`config.mk`:
```
export PLATFORM = sky130hd
export DESIGN_NAME = stp_tap
export DESIGN_NICKNAME = d
export VERILOG_FILES = /design/src/logic/stp_pkg.sv /design/src/logic/stp_tap.sv /design/src/logic/stp_fifo.sv
export SDC_FILE = /design/constraint.sdc
export NUM_CORES = 1
export LEC_CHECK = 0
export ABC_CLOCK_PERIOD_IN_PS = 3250
export BUFFER_PORTS_ARGS = -buffer_cell sky130_fd_sc_hd__clkbuf_2
export CAP_MARGIN = 25
export CORE_ASPECT_RATIO = 0.6
export CORE_UTILIZATION = 33
export DETAILED_ROUTE_END_ITERATION = 12
export GPL_TIMING_DRIVEN = 0
export SLEW_MARGIN = 10
export SYNTH_ARGS = -nofsm -noshare
export SYNTH_HDL_FRONTEND = slang
export SYNTH_SLANG_ARGS = --single-unit
```
`constraint.sdc`:
```
create_clock -name CLK_SYS_I -period 3.25 [get_ports CLK_SYS_I]
set_input_delay 0.1625 -clock CLK_SYS_I [delete_from_list [all_inputs] [get_ports CLK_SYS_I]]
set_output_delay 0.1625 -clock CLK_SYS_I [all_outputs]
set_load 0.02 [all_outputs]
```
`src/logic/stp_pkg.sv`:
```
// stp_pkg: constants for the sram test access port block
// assumes a 100 MHz system clock that oversamples the test clock
package stp_pkg;
  // instruction register
  localparam int         IR_W        = 3;
  localparam logic [2:0] INS_EXTEST  = 3'h0;
  localparam logic [2:0] INS_IDCODE  = 3'h1;
  localparam logic [2:0] INS_SAMPLEZ = 3'h2;
  localparam logic [2:0] INS_SAMPLE  = 3'h4;
  localparam logic [2:0] INS_BYPASS  = 3'h7;
  localparam logic [1:0] IR_CAPTURE  = 2'h1;
  localparam int         ID_W        = 32;
  localparam int         BSR_W       = 8;
  localparam int         RST_EDGES   = 5;
  localparam int         FIFO_DEPTH  = 16;

  typedef enum logic [15:0] {
    ST_RESET  = 16'h0001, ST_IDLE   = 16'h0002, ST_SEL_DR = 16'h0004,
    ST_CAP_DR = 16'h0008, ST_SH_DR  = 16'h0010, ST_EX1_DR = 16'h0020,
    ST_PA_DR  = 16'h0040, ST_EX2_DR = 16'h0080, ST_UPD_DR = 16'h0100,
    ST_SEL_IR = 16'h0200, ST_CAP_IR = 16'h0400, ST_SH_IR  = 16'h0800,
    ST_EX1_IR = 16'h1000, ST_PA_IR  = 16'h2000, ST_EX2_IR = 16'h4000,
    ST_UPD_IR = 16'h8000
  } stp_state_t;
endpackage : stp_pkg

```
`src/logic/stp_tap.sv`:
```
// stp_tap: boundary-scan test access port of a burst sram
// assumes test pins arrive asynchronously and are oversampled by CLK_SYS_I
//
// Overview of operation
// - mode select and data in idle high
// - power-up reset leaves memory undisturbed
// - sample on rising, drive on falling edge
// - instruction selects the data register
// - only one register in the path
// - shift in at msb, out lsb
// - output enabled only in shift states
// - five high mode edges force reset
// - tap reset never touches memory
// - power-up leaves serial output tristated
// - three bit ir, loaded in ir path
// - reset loads identification instruction
// - ir capture loads 01 pattern
// - one bit bypass register
// - bypass cleared when bypass executes
// - new instruction takes effect at update
// - identification value captured in data capture
`timescale 1ns/1ps
module stp_tap
  import stp_pkg::*;
#(
  parameter logic [ID_W-1:0] ID_VALUE = 32'h0000_0001 // arbitrary value
) (
  input  wire logic             CLK_SYS_I,  // system clock
  input  wire logic             SYS_RST_I,  // sync reset, high
  input  wire logic             TCK_I,      // test clock pin
  input  wire logic             TMS_I,      // mode select, pulled up
  input  wire logic             TMS_PRESENT_I, // low when pin floats
  input  wire logic             TDI_I,      // serial in, pulled up
  input  wire logic             TDI_PRESENT_I, // low when pin floats
  input  wire logic [BSR_W-1:0] PINS_I,     // sampled memory pins
  output logic                  TDO_O,      // serial out
  output logic                  TDO_OE_O,   // serial out enable
  output logic [IR_W-1:0]       INSTR_O,    // active instruction
  output logic [BSR_W-1:0]      BSR_UPD_O,  // boundary preload latch
  output logic                  TLR_O       // in reset state
);
  // ****************************************
  // pin synchronisers
  // ****************************************
  logic [4:0]       pin_raw;
  logic [4:0]       s1_reg;
  logic [4:0]       s2_reg;
  logic             tck_d_reg;
  logic             tck_s;
  logic             tms_s;
  logic             tdi_s;
  logic             tck_rise;
  logic             tck_fall;
  logic [BSR_W-1:0] pins_s1_reg;
  logic [BSR_W-1:0] pins_s2_reg;

  // {data present, data, mode present, mode, clock}; presence is a pin too
  assign pin_raw = {TDI_PRESENT_I, TDI_I, TMS_PRESENT_I, TMS_I, TCK_I};

  // two flops per pin; only the second one is read, idle is clock low
  always_ff @(posedge CLK_SYS_I)
  begin
    if (SYS_RST_I)
    begin
      s1_reg    <= 5'h1E;
      s2_reg    <= 5'h1E;
      tck_d_reg <= 1'b0;
    end
    else
    begin
      s1_reg    <= pin_raw;
      s2_reg    <= s1_reg;
      tck_d_reg <= s2_reg[0];
    end
  end

  // memory pins run on the memory clock; a value moving at capture may
  // land either way, but it never goes metastable inside the chain
  always_ff @(posedge CLK_SYS_I)
  begin
    if (SYS_RST_I)
    begin
      pins_s1_reg <= '0;
      pins_s2_reg <= '0;
    end
    else
    begin
      pins_s1_reg <= PINS_I;
      pins_s2_reg <= pins_s1_reg;
    end
  end

  // a floating pin reads high through its pull-up
  assign tck_s = s2_reg[0];
  assign tms_s = s2_reg[1] | ~s2_reg[2];
  assign tdi_s = s2_reg[3] | ~s2_reg[4];

  // a held-low test clock never produces edges
  assign tck_rise = tck_s & ~tck_d_reg;
  assign tck_fall = ~tck_s & tck_d_reg;

  // ****************************************
  // fifo of sampled mode/data pairs
  // ****************************************
  // rising-edge samples are queued; the controller drains one per cycle
  logic [1:0] q_data;
  logic       q_valid;
  logic       q_in_ready;
  logic       step;
  logic       tms;
  logic       tdi;

  stp_fifo #(
    .WIDTH (2),
    .DEPTH (FIFO_DEPTH)
  ) u_fifo (
    .clk_i       (CLK_SYS_I),
    .rst_i       (SYS_RST_I),
    .in_data_i   ({tdi_s, tms_s}),
    .in_valid_i  (tck_rise),
    .in_ready_o  (q_in_ready),
    .out_data_o  (q_data),
    .out_valid_o (q_valid),
    .out_ready_i (1'b1)
  );

  // drain stalls are impossible; ready stays high, full never reached
  assign step = q_valid;
  assign tms  = q_data[0];
  assign tdi  = q_data[1];

  // ****************************************
  // controller
  // ****************************************
  stp_state_t state_reg;
  stp_state_t state_next;

  // standard next-state table
  always_comb
  begin
    state_next = state_reg;
    case (state_reg)
      ST_RESET:  state_next = tms ? ST_RESET  : ST_IDLE;
      ST_IDLE:   state_next = tms ? ST_SEL_DR : ST_IDLE;
      ST_SEL_DR: state_next = tms ? ST_SEL_IR : ST_CAP_DR;
      ST_CAP_DR: state_next = tms ? ST_EX1_DR : ST_SH_DR;
      ST_SH_DR:  state_next = tms ? ST_EX1_DR : ST_SH_DR;
      ST_EX1_DR: state_next = tms ? ST_UPD_DR : ST_PA_DR;
      ST_PA_DR:  state_next = tms ? ST_EX2_DR : ST_PA_DR;
      ST_EX2_DR: state_next = tms ? ST_UPD_DR : ST_SH_DR;
      ST_UPD_DR: state_next = tms ? ST_SEL_DR : ST_IDLE;
      ST_SEL_IR: state_next = tms ? ST_RESET  : ST_CAP_IR;
      ST_CAP_IR: state_next = tms ? ST_EX1_IR : ST_SH_IR;
      ST_SH_IR:  state_next = tms ? ST_EX1_IR : ST_SH_IR;
      ST_EX1_IR: state_next = tms ? ST_UPD_IR : ST_PA_IR;
      ST_PA_IR:  state_next = tms ? ST_EX2_IR : ST_PA_IR;
      ST_EX2_IR: state_next = tms ? ST_UPD_IR : ST_SH_IR;
      ST_UPD_IR: state_next = tms ? ST_SEL_DR : ST_IDLE;
      default:   state_next = ST_RESET;
    endcase
  end

  // power-up lands in the reset state; memory logic is not in this block
  always_ff @(posedge CLK_SYS_I)
  begin
    if (SYS_RST_I)
      state_reg <= ST_RESET;
    else if (step)
      state_reg <= state_next;
  end

  // ****************************************
  // state strobes
  // ****************************************
  // each strobe marks one taken rising test-clock edge in that state; enter_tlr one whose next state is reset
  logic cap_ir;
  logic sh_ir;
  logic upd_ir;
  logic cap_dr;
  logic sh_dr;
  logic upd_dr;
  logic enter_tlr;

  assign cap_ir    = step && (state_reg == ST_CAP_IR);
  assign sh_ir     = step && (state_reg == ST_SH_IR);
  assign upd_ir    = step && (state_reg == ST_UPD_IR);
  assign cap_dr    = step && (state_reg == ST_CAP_DR);
  assign sh_dr     = step && (state_reg == ST_SH_DR);
  assign upd_dr    = step && (state_reg == ST_UPD_DR);
  // reset-state side effects land on the edge that enters it, so the
  // identification instruction is active as soon as the state is shown
  assign enter_tlr = step && (state_next == ST_RESET);

  // ****************************************
  // instruction register
  // ****************************************
  logic [IR_W-1:0] ir_sh_reg;
  logic [IR_W-1:0] ir_reg;
  logic            sel_bypass;
  logic            sel_id;
  logic            sel_bsr;

  // shift stage: capture pattern, then msb-in shifting
  always_ff @(posedge CLK_SYS_I)
  begin
    if (SYS_RST_I)
      ir_sh_reg <= INS_IDCODE;
    else if (cap_ir)
      ir_sh_reg <= {1'b0, IR_CAPTURE};
    else if (sh_ir)
      ir_sh_reg <= {tdi, ir_sh_reg[IR_W-1:1]};
  end

  // active instruction changes only at update or reset
  always_ff @(posedge CLK_SYS_I)
  begin
    if (SYS_RST_I)
      ir_reg <= INS_IDCODE;
    else if (enter_tlr)
      ir_reg <= INS_IDCODE;
    else if (upd_ir)
      ir_reg <= ir_sh_reg;
  end

  // decode; anything unknown falls back to bypass
  assign sel_id     = (ir_reg == INS_IDCODE);
  assign sel_bsr    = (ir_reg == INS_EXTEST) || (ir_reg == INS_SAMPLE)
                   || (ir_reg == INS_SAMPLEZ);
  assign sel_bypass = !sel_id && !sel_bsr;

  // ****************************************
  // data registers
  // ****************************************
  logic             byp_reg;
  logic [ID_W-1:0]  id_reg;
  logic [BSR_W-1:0] bsr_reg;
  logic [BSR_W-1:0] bsr_upd_reg;

  // one bit bypass, captures zero
  always_ff @(posedge CLK_SYS_I)
  begin
    if (SYS_RST_I)
      byp_reg <= 1'b0;
    else if (cap_dr && sel_bypass)
      byp_reg <= 1'b0;
    else if (sh_dr && sel_bypass)
      byp_reg <= tdi;
  end

  // identification register
  always_ff @(posedge CLK_SYS_I)
  begin
    if (SYS_RST_I)
      id_reg <= '0;
    else if (cap_dr && sel_id)
      id_reg <= ID_VALUE;
    else if (sh_dr && sel_id)
      id_reg <= {tdi, id_reg[ID_W-1:1]};
  end

  // boundary chain over the sampled pins
  always_ff @(posedge CLK_SYS_I)
  begin
    if (SYS_RST_I)
      bsr_reg <= '0;
    else if (cap_dr && sel_bsr)
      bsr_reg <= pins_s2_reg;
    else if (sh_dr && sel_bsr)
      bsr_reg <= {tdi, bsr_reg[BSR_W-1:1]};
  end

  // preload latch, cleared in reset state
  always_ff @(posedge CLK_SYS_I)
  begin
    if (SYS_RST_I)
      bsr_upd_reg <= '0;
    else if (enter_tlr)
      bsr_upd_reg <= '0;
    else if (upd_dr && sel_bsr)
      bsr_upd_reg <= bsr_reg;
  end

  // ****************************************
  // serial output, falling edge
  // ****************************************
  logic tdo_mux;
  logic shifting;

  // exactly one source chosen; ir wins in the ir shift state
  always_comb
  begin
    tdo_mux = byp_reg;
    if (state_reg == ST_SH_IR)
      tdo_mux = ir_sh_reg[0];
    else if (sel_id)
      tdo_mux = id_reg[0];
    else if (sel_bsr)
      tdo_mux = bsr_reg[0];
  end

  // fifo runs ahead of the pin, so state is current at falling edge
  assign shifting = (state_reg == ST_SH_IR) || (state_reg == ST_SH_DR);

  // drive only on falling edges; disabled from reset
  always_ff @(posedge CLK_SYS_I)
  begin
    if (SYS_RST_I)
    begin
      TDO_O    <= 1'b0;
      TDO_OE_O <= 1'b0;
    end
    else if (tck_fall)
    begin
      TDO_O    <= shifting ? tdo_mux : 1'b0;
      TDO_OE_O <= shifting;
    end
  end

  // registered status outputs
  always_ff @(posedge CLK_SYS_I)
  begin
    if (SYS_RST_I)
    begin
      INSTR_O   <= INS_IDCODE;
      BSR_UPD_O <= '0;
      TLR_O     <= 1'b1;
    end
    else
    begin
      INSTR_O   <= ir_reg;
      BSR_UPD_O <= bsr_upd_reg;
      TLR_O     <= (state_reg == ST_RESET);
    end
  end

  logic unused_ready;
  assign unused_ready = q_in_ready;
endmodule : stp_tap

```
`src/logic/stp_fifo.sv`:
```
// stp_fifo: small synchronous fifo with valid/ready on both sides
// assumes one clock and a synchronous active high reset
`timescale 1ns/1ps
module stp_fifo #(
  parameter int WIDTH = 1,
  parameter int DEPTH = 16
) (
  input  wire logic             clk_i,    // system clock
  input  wire logic             rst_i,    // sync reset
  input  wire logic [WIDTH-1:0] in_data_i,  // write data
  input  wire logic             in_valid_i, // write request
  output logic                  in_ready_o, // not full
  output logic [WIDTH-1:0]      out_data_o, // registered read data
  output logic                  out_valid_o,// not empty
  input  wire logic             out_ready_i // read accept
);
  localparam int AW = $clog2(DEPTH);
  logic [WIDTH-1:0] mem_reg [DEPTH];
  logic [AW-1:0]    wr_ptr_reg;
  logic [AW-1:0]    rd_ptr_reg;
  logic [AW:0]      count_reg;
  logic             push;
  logic             pop;
  logic [AW-1:0]    rd_ptr_next;
  logic [WIDTH-1:0] out_data_reg;

  // handshakes on each side
  assign push        = in_valid_i && in_ready_o;
  assign pop         = out_valid_o && out_ready_i;
  assign in_ready_o  = (count_reg != (AW+1)'(DEPTH));
  assign out_valid_o = (count_reg != '0);
  assign rd_ptr_next = pop ? rd_ptr_reg + 1'b1 : rd_ptr_reg;
  assign out_data_o  = out_data_reg;

  // storage
  always_ff @(posedge clk_i)
  begin
    if (push)
      mem_reg[wr_ptr_reg] <= in_data_i;
  end

  // head word kept in a register; a push into the slot that becomes the
  // head is forwarded, since the array only holds it after this edge
  always_ff @(posedge clk_i)
  begin
    if (push && (wr_ptr_reg == rd_ptr_next))
      out_data_reg <= in_data_i;
    else
      out_data_reg <= mem_reg[rd_ptr_next];
  end

  // pointers and fill level
  always_ff @(posedge clk_i)
  begin
    if (rst_i)
    begin
      wr_ptr_reg <= '0;
      rd_ptr_reg <= '0;
      count_reg  <= '0;
    end
    else
    begin
      if (push)
        wr_ptr_reg <= wr_ptr_reg + 1'b1;
      if (pop)
        rd_ptr_reg <= rd_ptr_reg + 1'b1;
      if (push && !pop)
        count_reg <= count_reg + 1'b1;
      else if (pop && !push)
        count_reg <= count_reg - 1'b1;
    end
  end
endmodule : stp_fifo

```
Word-level counts from Yosys, hierarchy flattened
Memory sizes are Yosys's and may differ from the RTL's. A register that Yosys moved wholly into a read port is not among the register bits.
Index checks and enable logic that the tools add are counted.
{ "word_totals": {"register_bits": 125, "mem_bits_rw": 32, "input_bits": 15, "out_inout_bits": 14, "wordCells": 118, "n_memories": 1} }
{ "mem_list": {"columns": ["name", "depth", "word_bits", "rd", "rd_ports_with_merged_regs", "wr", "line", "source"], "rows": [
  ["u_fifo.mem_reg", 16, 2, 1, 1, 1, "stp_fifo.sv:18", "logic [WIDTH-1:0] mem_reg [DEPTH];"]
]} }
{ "op_classes": {"n_addsub": 4, "n_eq_ne": 21, "mux": 26, "n_bitwise": 8, "reduce_logical": 37} }
{ "ops": {"columns": ["op", "count"], "rows": [
  ["$pmux 16 s12", 1],
  ["$eq 16x1->1 const B", 2],
  ["$mux 16", 2],
  ["$mux 8", 3],
  ["$logic_and 1x1->1", 18],
  ["$mux 9", 2],
  ["$eq 16x10->1 const B", 1],
  ["$eq 16x11->1 const B", 1],
  ["$eq 16x12->1 const B", 1],
  ["$eq 16x13->1 const B", 1],
  ["$eq 16x14->1 const B", 1],
  ["$eq 16x15->1 const B", 1],
  ["$eq 16x16->1 const B", 1],
  ["$eq 16x2->1 const B", 1],
  ["$eq 16x3->1 const B", 1],
  ["$eq 16x4->1 const B", 1],
  ["$eq 16x5->1 const B", 1],
  ["$eq 16x6->1 const B", 1],
  ["$eq 16x7->1 const B", 1],
  ["$eq 16x8->1 const B", 1],
  ["$eq 16x9->1 const B", 1],
  ["$mux 15", 1],
  ["$mux 13", 1],
  ["$reduce_or 2->1", 6],
  ["other kinds (24)", 45]
]} }

Logic depth before layout (Yosys ltp)
Gate-level depths: netlist (run 1).
{ "depth": {"depth_word": 7, "depth_mapped": 14, "ltp_nobuf": 12} }

By module
Synthesis (run 1) repeated with hierarchy kept, for this count alone.
{ "unflattened": {"cells_unflattened": 678, "area_unflattened_um2": 6631.4} }
{ "by_module_without_submodules": {"columns": ["module", "n_inst", "cells_per_inst", "area_each_um2", "seq_area_each_um2"], "rows": [
  ["stp_tap", 1, 517, 4465.5, 2242.2],
  ["stp_fifo", 1, 161, 2165.8, 1301.2]
]} }

Worst setup path after synthesis (run 1)
Ideal clock, no wire load.
{ "synth_timing": {"path_type": "register to register", "startpoint": "register u_fifo.count_reg[0]", "endpoint": "register u_fifo.count_reg[4]", "setup_time_ns": 0.070, "arrival_time_ns": 3.048, "required_time_ns": 3.180, "setup_slack_ns": 0.132, "path_stages_with_launch": 14, "n_path_buf": 2, "synth_period_minus_slack_ns": 3.118, "path_cell_list": "dfxtp_1 nor4_1 nand2b_1 clkinv_1 clkbuf_1 buf_1 ha_1 inv_1 fa_1 a21o_1 a21oi_1 xnor2_1 or3_1 a21oi_1"} }
{ "synth_between": {"elab_chain_cells": 5, "elab_cells_between_ends": 12, "cone_classes": "add/sub: 2; eq/ne: 1; mux: 2; reduce/logical: 7"} }
{ "synth_lines": {"columns": ["item", "line", "source"], "rows": [
  ["start: declaration", "stp_fifo.sv:21", "logic [AW:0] count_reg;"],
  ["start signal: assignment", "stp_fifo.sv:68", "count_reg <= count_reg + 1'b1;"],
  ["start signal: assignment", "stp_fifo.sv:70", "count_reg <= count_reg - 1'b1;"],
  ["branches (longest 5 deep; another with $sub 5x1->5)", null, null]
]} }
Parallel ways; which one is timed is not known. The select of a mux whose other input is x is not followed.
A chain may end at the register's enable or synchronous reset.

Worst setup path in the final report (run 1)
Ends and elaborated chain as after synthesis.

==> results of run 1 <==
## cells in the final DEF (no fill, tap or decap), types with 8 or more instances in the layout
| cell | netlist | routed |
|---|---|---|
| sky130_fd_sc_hd__clkbuf_2 | 2 | 30 |
| sky130_fd_sc_hd__nand3_1 | 8 | 8 |
| sky130_fd_sc_hd__nor2b_1 | 33 | 33 |
| sky130_fd_sc_hd__clkbuf_1 | 16 | 15 |
| sky130_fd_sc_hd__nor3_1 | 15 | 15 |
| sky130_fd_sc_hd__mux4_2 | 9 | 9 |
| sky130_fd_sc_hd__edfxtp_1 | 32 | 32 |
| sky130_fd_sc_hd__a21oi_1 | 54 | 53 |
| sky130_fd_sc_hd__dlygate4sd3_1 | 0 | 13 |
| sky130_fd_sc_hd__dfxtp_1 | 129 | 129 |
| sky130_fd_sc_hd__nand2b_1 | 12 | 12 |
| sky130_fd_sc_hd__or2_2 | 9 | 9 |
| sky130_fd_sc_hd__nand2_1 | 87 | 87 |
| sky130_fd_sc_hd__clkbuf_16 | 0 | 17 |
| sky130_fd_sc_hd__buf_2 | 14 | 14 |
| sky130_fd_sc_hd__mux2i_1 | 25 | 25 |
| sky130_fd_sc_hd__xnor2_1 | 9 | 9 |
| sky130_fd_sc_hd__nor2_1 | 58 | 58 |
| sky130_fd_sc_hd__ha_1 | 9 | 9 |
## synthesized netlist by cell type (all sizes together) (2+ instances only)
library cell,n,area [um2]
nand3b,2,15.01
clkbuf,18,70.07
a22oi,2,15.01
a211o,2,17.52
mux4,9,202.7
nor3b,3,22.52
buf,20,118.9
a31oi,4,25.02
or4,4,37.53
nor4,10,158.9
nand3,8,40.04
o22ai,2,12.51
nand4b,2,17.52
nor2b,33,206.5
inv,5,18.77
a211oi,8,80.08
ha,9,112.6
nor2,60,249.0
dfxtp,129,2582
nand4,8,62.56
xor2,7,61.31
or3,6,37.54
o21ai,9,48.79
a21o,4,30.03
or2,10,62.56
o32ai,2,17.52
and2,5,31.28
xnor2,9,78.83
mux2i,25,250.2
nor3,16,85.08
a21oi,54,270.3
edfxtp,32,960.9
nand2b,12,75.07
and3,4,26.28
nand2,88,332.8
## cell families after synthesis
kind of cell,after synthesis
simple gates,273
flops,161
compound gates,93
buf+inv,44
mux,34
xor+xnor,16
fa+ha+maj,11
## power groups by stage
stage	Clock (mW)	Sequential, mW	Combinational [mW]
finish	1.86	2.19	1.04
global route	2.00	2.20	1.14
CTS	1.91	2.19	0.992
floorplan	0	2.22	0.705
global placement	0	2.23	0.964
detailed placement	0	2.23	0.974
## metal layers
layer / global-route usage, % / share of wire, % / vias to the layer above
met3: 4.599 / 6.0 / 12
met4: 4.667 / 1.1 / 0
li1: - / - / 2312
met5: 0 / 0 / -
met2: 17.78 / 36 / 111
met1: 24.57 / 57 / 2131
## what timing repair did
item                                    4_1_cts  5_1_grt
hold endpoints to repair                     13        0
endpoints found under the setup margin        4        1
hold buffers                                 13        0
pin swaps                                     0        0
cloned                                        0        0
buffers inserted                              0        3
resized for setup                             4        3
## tightest hold or removal path: cells and delay by family
family        cells  cell delay (ps)
simple gates      1              120
buf+inv           2              290
## worst min path at each step
stage / from / endpoint / slack [ps] / cells after the start
2_1_floorplan: TMS_I / s1_reg[1] / 270 / 1
3_3_place_gp: TDI_PRESENT_I / s1_reg[4] / 340 / 2
3_5_place_dp: TDI_I / s1_reg[3] / 350 / 2
4_1_cts: SYS_RST_I / pins_s2_reg[0] / 180 / 3
5_1_grt: SYS_RST_I / pins_s2_reg[0] / 240 / 3
6_report: SYS_RST_I / pins_s2_reg[0] / 190 / 3
## area by class of cell
cell class | count | area share [%]
Buffer | 37 | 2.446
Tap cell | 266 | 4.308
Multi-Input combinational cell | 427 | 36.15
Clock inverter | 14 | 1.393
Sequential cell | 161 | 45.87
Inverter | 6 | 0.3563
Clock buffer | 18 | 5.685
Timing Repair Buffer | 44 | 3.790
## through the flow
step / setup WS, ps / total power [mW]
6_report: 269.1 / 5.094
3_5_place_dp: -754.6 / 3.207
4_1_cts: 86.48 / 5.091
3_3_place_gp: -733.6 / 3.197
5_1_grt: 46.18 / 5.348
2_1_floorplan: 132.0 / 2.927
==> results.md, run 1 <==
- Drt wl/cell: 14.86 um
- Switching fraction of total power: between 30% and 40%
- Synthesized instance count: ~630
- Compound-gate portion of the synthesized area: a little under 9%
- Drt drc: 0
- Total internal power: 3.535 mW
- Simple-gate share of the synthesized area: about 23%
- Post-synth EDFFs: 32
- Number of nets at the end of the flow: around 720
- Adder-cell share of the synthesized area: 2.182%
- Post-route setup TNS: 0 ps
- Final count of pins violating max slew: 0
- Worst-case clock skew: between 10 and 15 ps
- Total number of vias: roughly 4600
- Internal reg-to-reg setup slack: about 270 ps
- Die width: ~180 um
- Synth Cell Area: ~6500 um2
- Count of routing violations after the opening detailed-route iteration: around 370
- Pin count of the biggest net entering global routing: 18
- Post-route worst hold slack: around 190 ps
- Chain of cells forming the critical path: nor4_2 -> nand2b_1 -> clkinv_4 -> buf_4 -> ha_1 -> inv_1 -> fa_1 -> a21o_1 -> a21oi_1 -> xnor2_1 -> or3_1 -> a21oi_1
- Layout-stage area growth over the synthesis result: 18.16%
- H-tree levels: 4
- Launching element of the worst setup path: u_fifo.count_reg[0]
- Synthesis-stage register bit count: around 160
- Root buffer cell: sky130_fd_sc_hd__clkbuf_16
- Most used DFF post-synth: sky130_fd_sc_hd__dfxtp_1
- TritonCTS sink count: roughly 160
- Seq. cell area: 3543 um2
- Relative contribution of sequential cells to total power: a little over two fifths
- Number of antenna cells inserted: 0
- Dominant combinational cell family by area after synthesis: simple AND/OR/NAND/NOR gates
- RSZ-0062 raised after global routing: no
- Initial core utilization: approximately a third
- Run status: complete, no violations
- Net switching power figure: approximately 1.6 mW
- Largest stage delay on the critical path: 430 ps
- Placed standard-cell area: approximately 7000 um2
- Global router's overall resource usage: between 10% and 20%
- Clock share of power: between 30% and 40%
- Area of all placed cells without fillers: between 7000 and 8000 um2
- Critical-path cell with the highest stage delay: sky130_fd_sc_hd__fa_1
- DIE AREA: approximately 20000 um2
- Final routed wirelength across all metal layers: 14.46 mm
- Beginning of the worst register-to-register path: u_fifo.count_reg[0]
- Combinational share of power: 20.4%
- Number of antenna violations at the first check in global routing: 0
- TritonCTS clock tree: yes
- Post-Synthesis Net Count: ~660
- Number of cells traversed by the worst register-to-register path: 12
- Dominant cell type by count on the critical path: sky130_fd_sc_hd__a21oi_1
- Maximum Capacitance Violations: 0
- Fin util: around 40%
- Final hold violations: 0
- Detailed-router iteration count before antenna repair: 5
- Post-synthesis share of cell area spent on xor and xnor gates: 2.144%
- IR drop worst, VDD: approximately 410 uV
- Required time of the worst setup path: between 3000 and 4000 ps
- Multi-input combinational cell area: 2793 um2
- Grt ovf: 0
- Path type of the worst min-delay path: input port to flip-flop
- Yosys warnings: 0
- Sort of element at the start of the critical path: flip-flop
- FILL cells: 1896
- R2R Path End: u_fifo.count_reg[4]
- Number of buffer and inverter stages on the critical path: 3
- Number of rows created at floorplan: 39
- Relative slew margins: 45.57%
- Buffers added on ports: 28
- CP endpoint: u_fifo.count_reg[4]
- Fraction of final layout cells sized beyond drive strength 1: 18.25%
- Setup-violating endpoint count in the final report: 0
- Via density per instance: approximately 4.7
- Total I/O pin count: 29
- Height of the die: 111.0 um
- Lkg Pwr: between 2 and 3 nW
- Synth cell types: between 60 and 70
- Non-Filler Instances: about 1000
- Clk Latency, worst-skew pair: ~430 ps
- Part of the cycle the worst path needs: between 90 and 100%
- Proportion of synthesized chip area in sequential cells: 54.20%
- Share of synthesized flip-flops with an asynchronous set or reset: 0%
- First-pass GRT wire length: between 20 and 25 mm
- Logic depth of the worst path, buffers included: 12
- Crit path kind: flip-flop to flip-flop
- Nature of the critical path endpoint: flip-flop
- Crit path max-delay family: simple AND/OR/NAND/NOR gates
- Via count of the first global-routing pass: roughly 4300
- Share of synthesized area spent on multiplexers: 6.928%
- Detail Route Antenna Nets: 0
- Worst Path Max Fanout: 10
- Last weighted congestion value of the routability-driven placer: 0.8718
- Average instance area after synthesis: around 10 um2
- Clock period minus worst slack: a little under 3000 ps
- Arr. time, crit path: 3330 ps
- CTS buffer count: 17
- Power per standard cell area: 659.4 nW/um2
- Clk slew on worst S/H paths: about 70 ps
- Maximum count of clock buffers along a single path: 2
- Transition at the pin with the smallest max-transition slack: around 810 ps
- Detailed placement HPWL: between 10 and 15 mm
- Core Area: roughly 19000 um2
- Timing-limited maximum frequency: ~340 MHz
- Total placed cells including tap cells: around 930
(Power assumes the default switching activity.)
==> run 2, diff against run 1 <==
--- a/config.mk
+++ b/config.mk
@@ -6,12 +6,13 @@
 export NUM_CORES = 1
 export LEC_CHECK = 0
 export ABC_CLOCK_PERIOD_IN_PS = 3250
-export BUFFER_PORTS_ARGS = -buffer_cell sky130_fd_sc_hd__clkbuf_2
 export CAP_MARGIN = 25
 export CORE_ASPECT_RATIO = 0.6
 export CORE_UTILIZATION = 33
 export DETAILED_ROUTE_END_ITERATION = 12
+export DONT_BUFFER_PORTS = 1
 export GPL_TIMING_DRIVEN = 0
+export REMOVE_ABC_BUFFERS = 1
 export SLEW_MARGIN = 10
 export SYNTH_ARGS = -nofsm -noshare
 export SYNTH_HDL_FRONTEND = slang
==> run 2 against run 1 <==
Effect of this change: via count fell by 3.5%; first-iteration DRC count down 23%; worst setup slack worse by 5.0 ps; maximum frequency shrank 0.17%; clock skew is 1.0 ps higher; sequential power up 3%; total power rose by 1.6%; register-to-register slack about the same; die area unchanged; sequential share of layout area is 1.1 points higher; combinational power down 9.5%; global-route usage fell by 1.0 points.
==> results.md, run 2 (synthesis gave the netlist of run 1 again) <==
- Run status: complete, no violations
- Final routed wirelength across all metal layers: 13.26 mm (-8.3%)
- Final hold violations: 0 (unchanged)
- Post-route worst hold slack: 82.60 ps (-104.5 ps)
- Last weighted congestion value of the routability-driven placer: 0.8243 (-5.4%)
- Total number of vias: 4408 (-3.5%)
- Clock period minus worst slack: 2986 ps (+5.002 ps)
- Pin count of the biggest net entering global routing: 73 (+55)
- Drt drc: 0 (unchanged)
- First-pass GRT wire length: 22.26 mm (-5.4%)
- Worst-case clock skew: 11.15 ps (+1.049 ps)
- Detailed-router iteration count before antenna repair: 6 (+1)
- Worst Path Max Fanout: 9 (-1)
- Initial core utilization: 34.00% (unchanged)
- RSZ-0062 raised after global routing: no
- DIE AREA: 20400 um2 (unchanged)
- Fraction of final layout cells sized beyond drive strength 1: 12.83% (-5.4 points)
- Total I/O pin count: 29 (unchanged)
- Via count of the first global-routing pass: 4261 (-0.79%)
- Global router's overall resource usage: 14.05% (-1.0 points)
- Internal reg-to-reg setup slack: 260 ps (about the same)
- Clock share of power: 38.3% (+1.7 points)
- Fin util: 39.26% (-0.92 points)
- Number of rows created at floorplan: 39 (unchanged)
- Number of cells traversed by the worst register-to-register path: 10 (-2)
- IR drop worst, VDD: 306.6 uV (-26%)
- Maximum Capacitance Violations: 0 (unchanged)
- Root buffer cell: sky130_fd_sc_hd__clkbuf_16
- Power per standard cell area: 685.5 nW/um2 (+4.0%)
- Number of antenna violations at the first check in global routing: 0 (unchanged)
- Launching element of the worst setup path: u_fifo.count_reg[0]
- Core Area: 19230 um2 (unchanged)
- Part of the cycle the worst path needs: 91.87% (+0.15 points)
- Timing-limited maximum frequency: 334.9 MHz (-0.17%)
- Transition at the pin with the smallest max-transition slack: 803.6 ps (-6.617 ps)
- Combinational share of power: 18.2% (-2.2 points)
- Worst Setup Slack post-DPL: -884.2 ps (-129.6 ps)
- Crit path kind: flip-flop to flip-flop
- Die width: 183.7 um (unchanged)
- TritonCTS clock tree: yes
- Detailed placement HPWL: 8.686 mm (-16%)
- Total internal power: 3.608 mW (+2.1%)
- Sort of element at the start of the critical path: flip-flop
- Count of routing violations after the opening detailed-route iteration: 287 (-23%)
- Arr. time, crit path: 3350 ps (+20 ps)
- Maximum count of clock buffers along a single path: 2 (unchanged)
- Relative contribution of sequential cells to total power: 43.5% (+0.4 points)
- Nature of the critical path endpoint: flip-flop
- Most frequent standard cell in the layout excluding fill and tap cells: sky130_fd_sc_hd__dfxtp_1
- Final count of pins violating max slew: 0 (unchanged)
- Post-route setup TNS: 0 ps (unchanged)
- Post-route worst setup slack: 264.1 ps (-5.002 ps)
- Beginning of the worst register-to-register path: u_fifo.count_reg[0]
- H-tree levels: 4 (unchanged)
- CTS buffer count: 17 (unchanged)
- Drt wl/cell: 14.52 um (-2.2%)
- Area of all placed cells without fillers: 7547 um2 (-2.3%)
- Net switching power figure: 1.565 mW (+0.39%)
- Clk slew on worst S/H paths: 70 ps (about the same)
- Switching fraction of total power: 30.25% (-0.35 points)
- CP endpoint: u_fifo.count_reg[4]
- Grt ovf: 0 (unchanged)
- Buffers added on ports: 0 (-100%)
- Layout-stage area growth over the synthesis result: 15.45%
- Height of the die: 111.0 um (unchanged)
- Via density per instance: 4.828 (+2.9%)
- Clk Latency, worst-skew pair: 430 ps (about the same)
- Required time of the worst setup path: 3610 ps (about the same)
- Number of nets at the end of the flow: 659 (-8.3%)
- Relative slew margins: 46.02% (+0.45 points)
- R2R Path End: u_fifo.count_reg[4]
- Detail Route Antenna Nets: 0 (unchanged)
- Placed standard-cell area: 6725 um2 (-4.1%)
- Path type of the worst min-delay path: input port to flip-flop
- Number of antenna cells inserted: 0 (unchanged)
- Lkg Pwr: 2.570 nW (-6.2%)
- TritonCTS sink count: 161 (unchanged)
- Setup-violating endpoint count in the final report: 0 (unchanged)
- Leading cell types in the layout, fill and taps excluded: sky130_fd_sc_hd__dfxtp_1, sky130_fd_sc_hd__nand2_1, sky130_fd_sc_hd__nor2_1, sky130_fd_sc_hd__a21oi_1, sky130_fd_sc_hd__nor2b_1
## run 2: metrics by stage
step / power [mW] / cells
after floorplan: 2.882 / 594
after global placement: 3.086 / 860
after detailed placement: 3.126 / 863
after CTS: 5.201 / 911
after global routing: 5.442 / 913
final: 5.173 / 913
## run 2: final cells by class
cell class | instances | area (um2)
fill | 1880 | 11680
sequential | 161 | 3543
multi-input combinational | 428 | 2818
clock buffer | 19 | 442.9
tap | 266 | 332.8
timing repair buffer | 20 | 240.2
clock inverter | 13 | 142.6
inverter | 6 | 27.53
## run 2: critical path, cell delays in order (launching register included)
cell                      delay (ps)
sky130_fd_sc_hd__dfxtp_1         470
sky130_fd_sc_hd__nor4_4           90
sky130_fd_sc_hd__a21oi_1         640
sky130_fd_sc_hd__ha_1            300
sky130_fd_sc_hd__inv_1           110
sky130_fd_sc_hd__fa_1            420
sky130_fd_sc_hd__a21o_1          170
sky130_fd_sc_hd__a21oi_1         170
sky130_fd_sc_hd__xnor2_1         100
sky130_fd_sc_hd__or3_1           310
sky130_fd_sc_hd__a21oi_1         140
## run 2: what timing repair did
item                                    CTS  global route
resized for setup                         5             1
pin swaps                                 0             1
endpoints found under the setup margin   40             1
endpoints found under the hold margin    73             0
gates cloned                              1             0
buffers inserted                          0             1
hold buffers                             15             0
## run 2: power by group through the flow
stage	sequential, mW	clock (mW)	combinational [mW]
floorplan	2.25	0	0.630
global placement	2.28	0	0.805
detailed placement	2.28	0	0.842
CTS	2.26	2.03	0.920
global route	2.27	2.13	1.04
finish	2.25	1.98	0.941
## run 2: worst min-delay path by stage
stage	start	end	slack [ps]	cells past startpoint
after floorplan	SYS_RST_I	bsr_reg[0]	230	1
after global placement	SYS_RST_I	bsr_reg[0]	240	1
after detailed placement	SYS_RST_I	BSR_UPD_O[0]	240	1
after CTS	SYS_RST_I	bsr_upd_reg[6]	70	3
after global routing	SYS_RST_I	bsr_upd_reg[5]	100	3
final	SYS_RST_I	bsr_upd_reg[4]	80	3
## run 2: per-layer routing
metal / share of wire [%] / routed length (um) / track usage, % / up-vias
li1: - / - / - / 2198
met1: 50 / 6652 / 19.88 / 2086
met2: 41 / 5472 / 19.37 / 110
met3: 6.9 / 919 / 4.698 / 14
met4: 1.6 / 215 / 5.778 / 0
met5: 0 / 0 / 0 / -
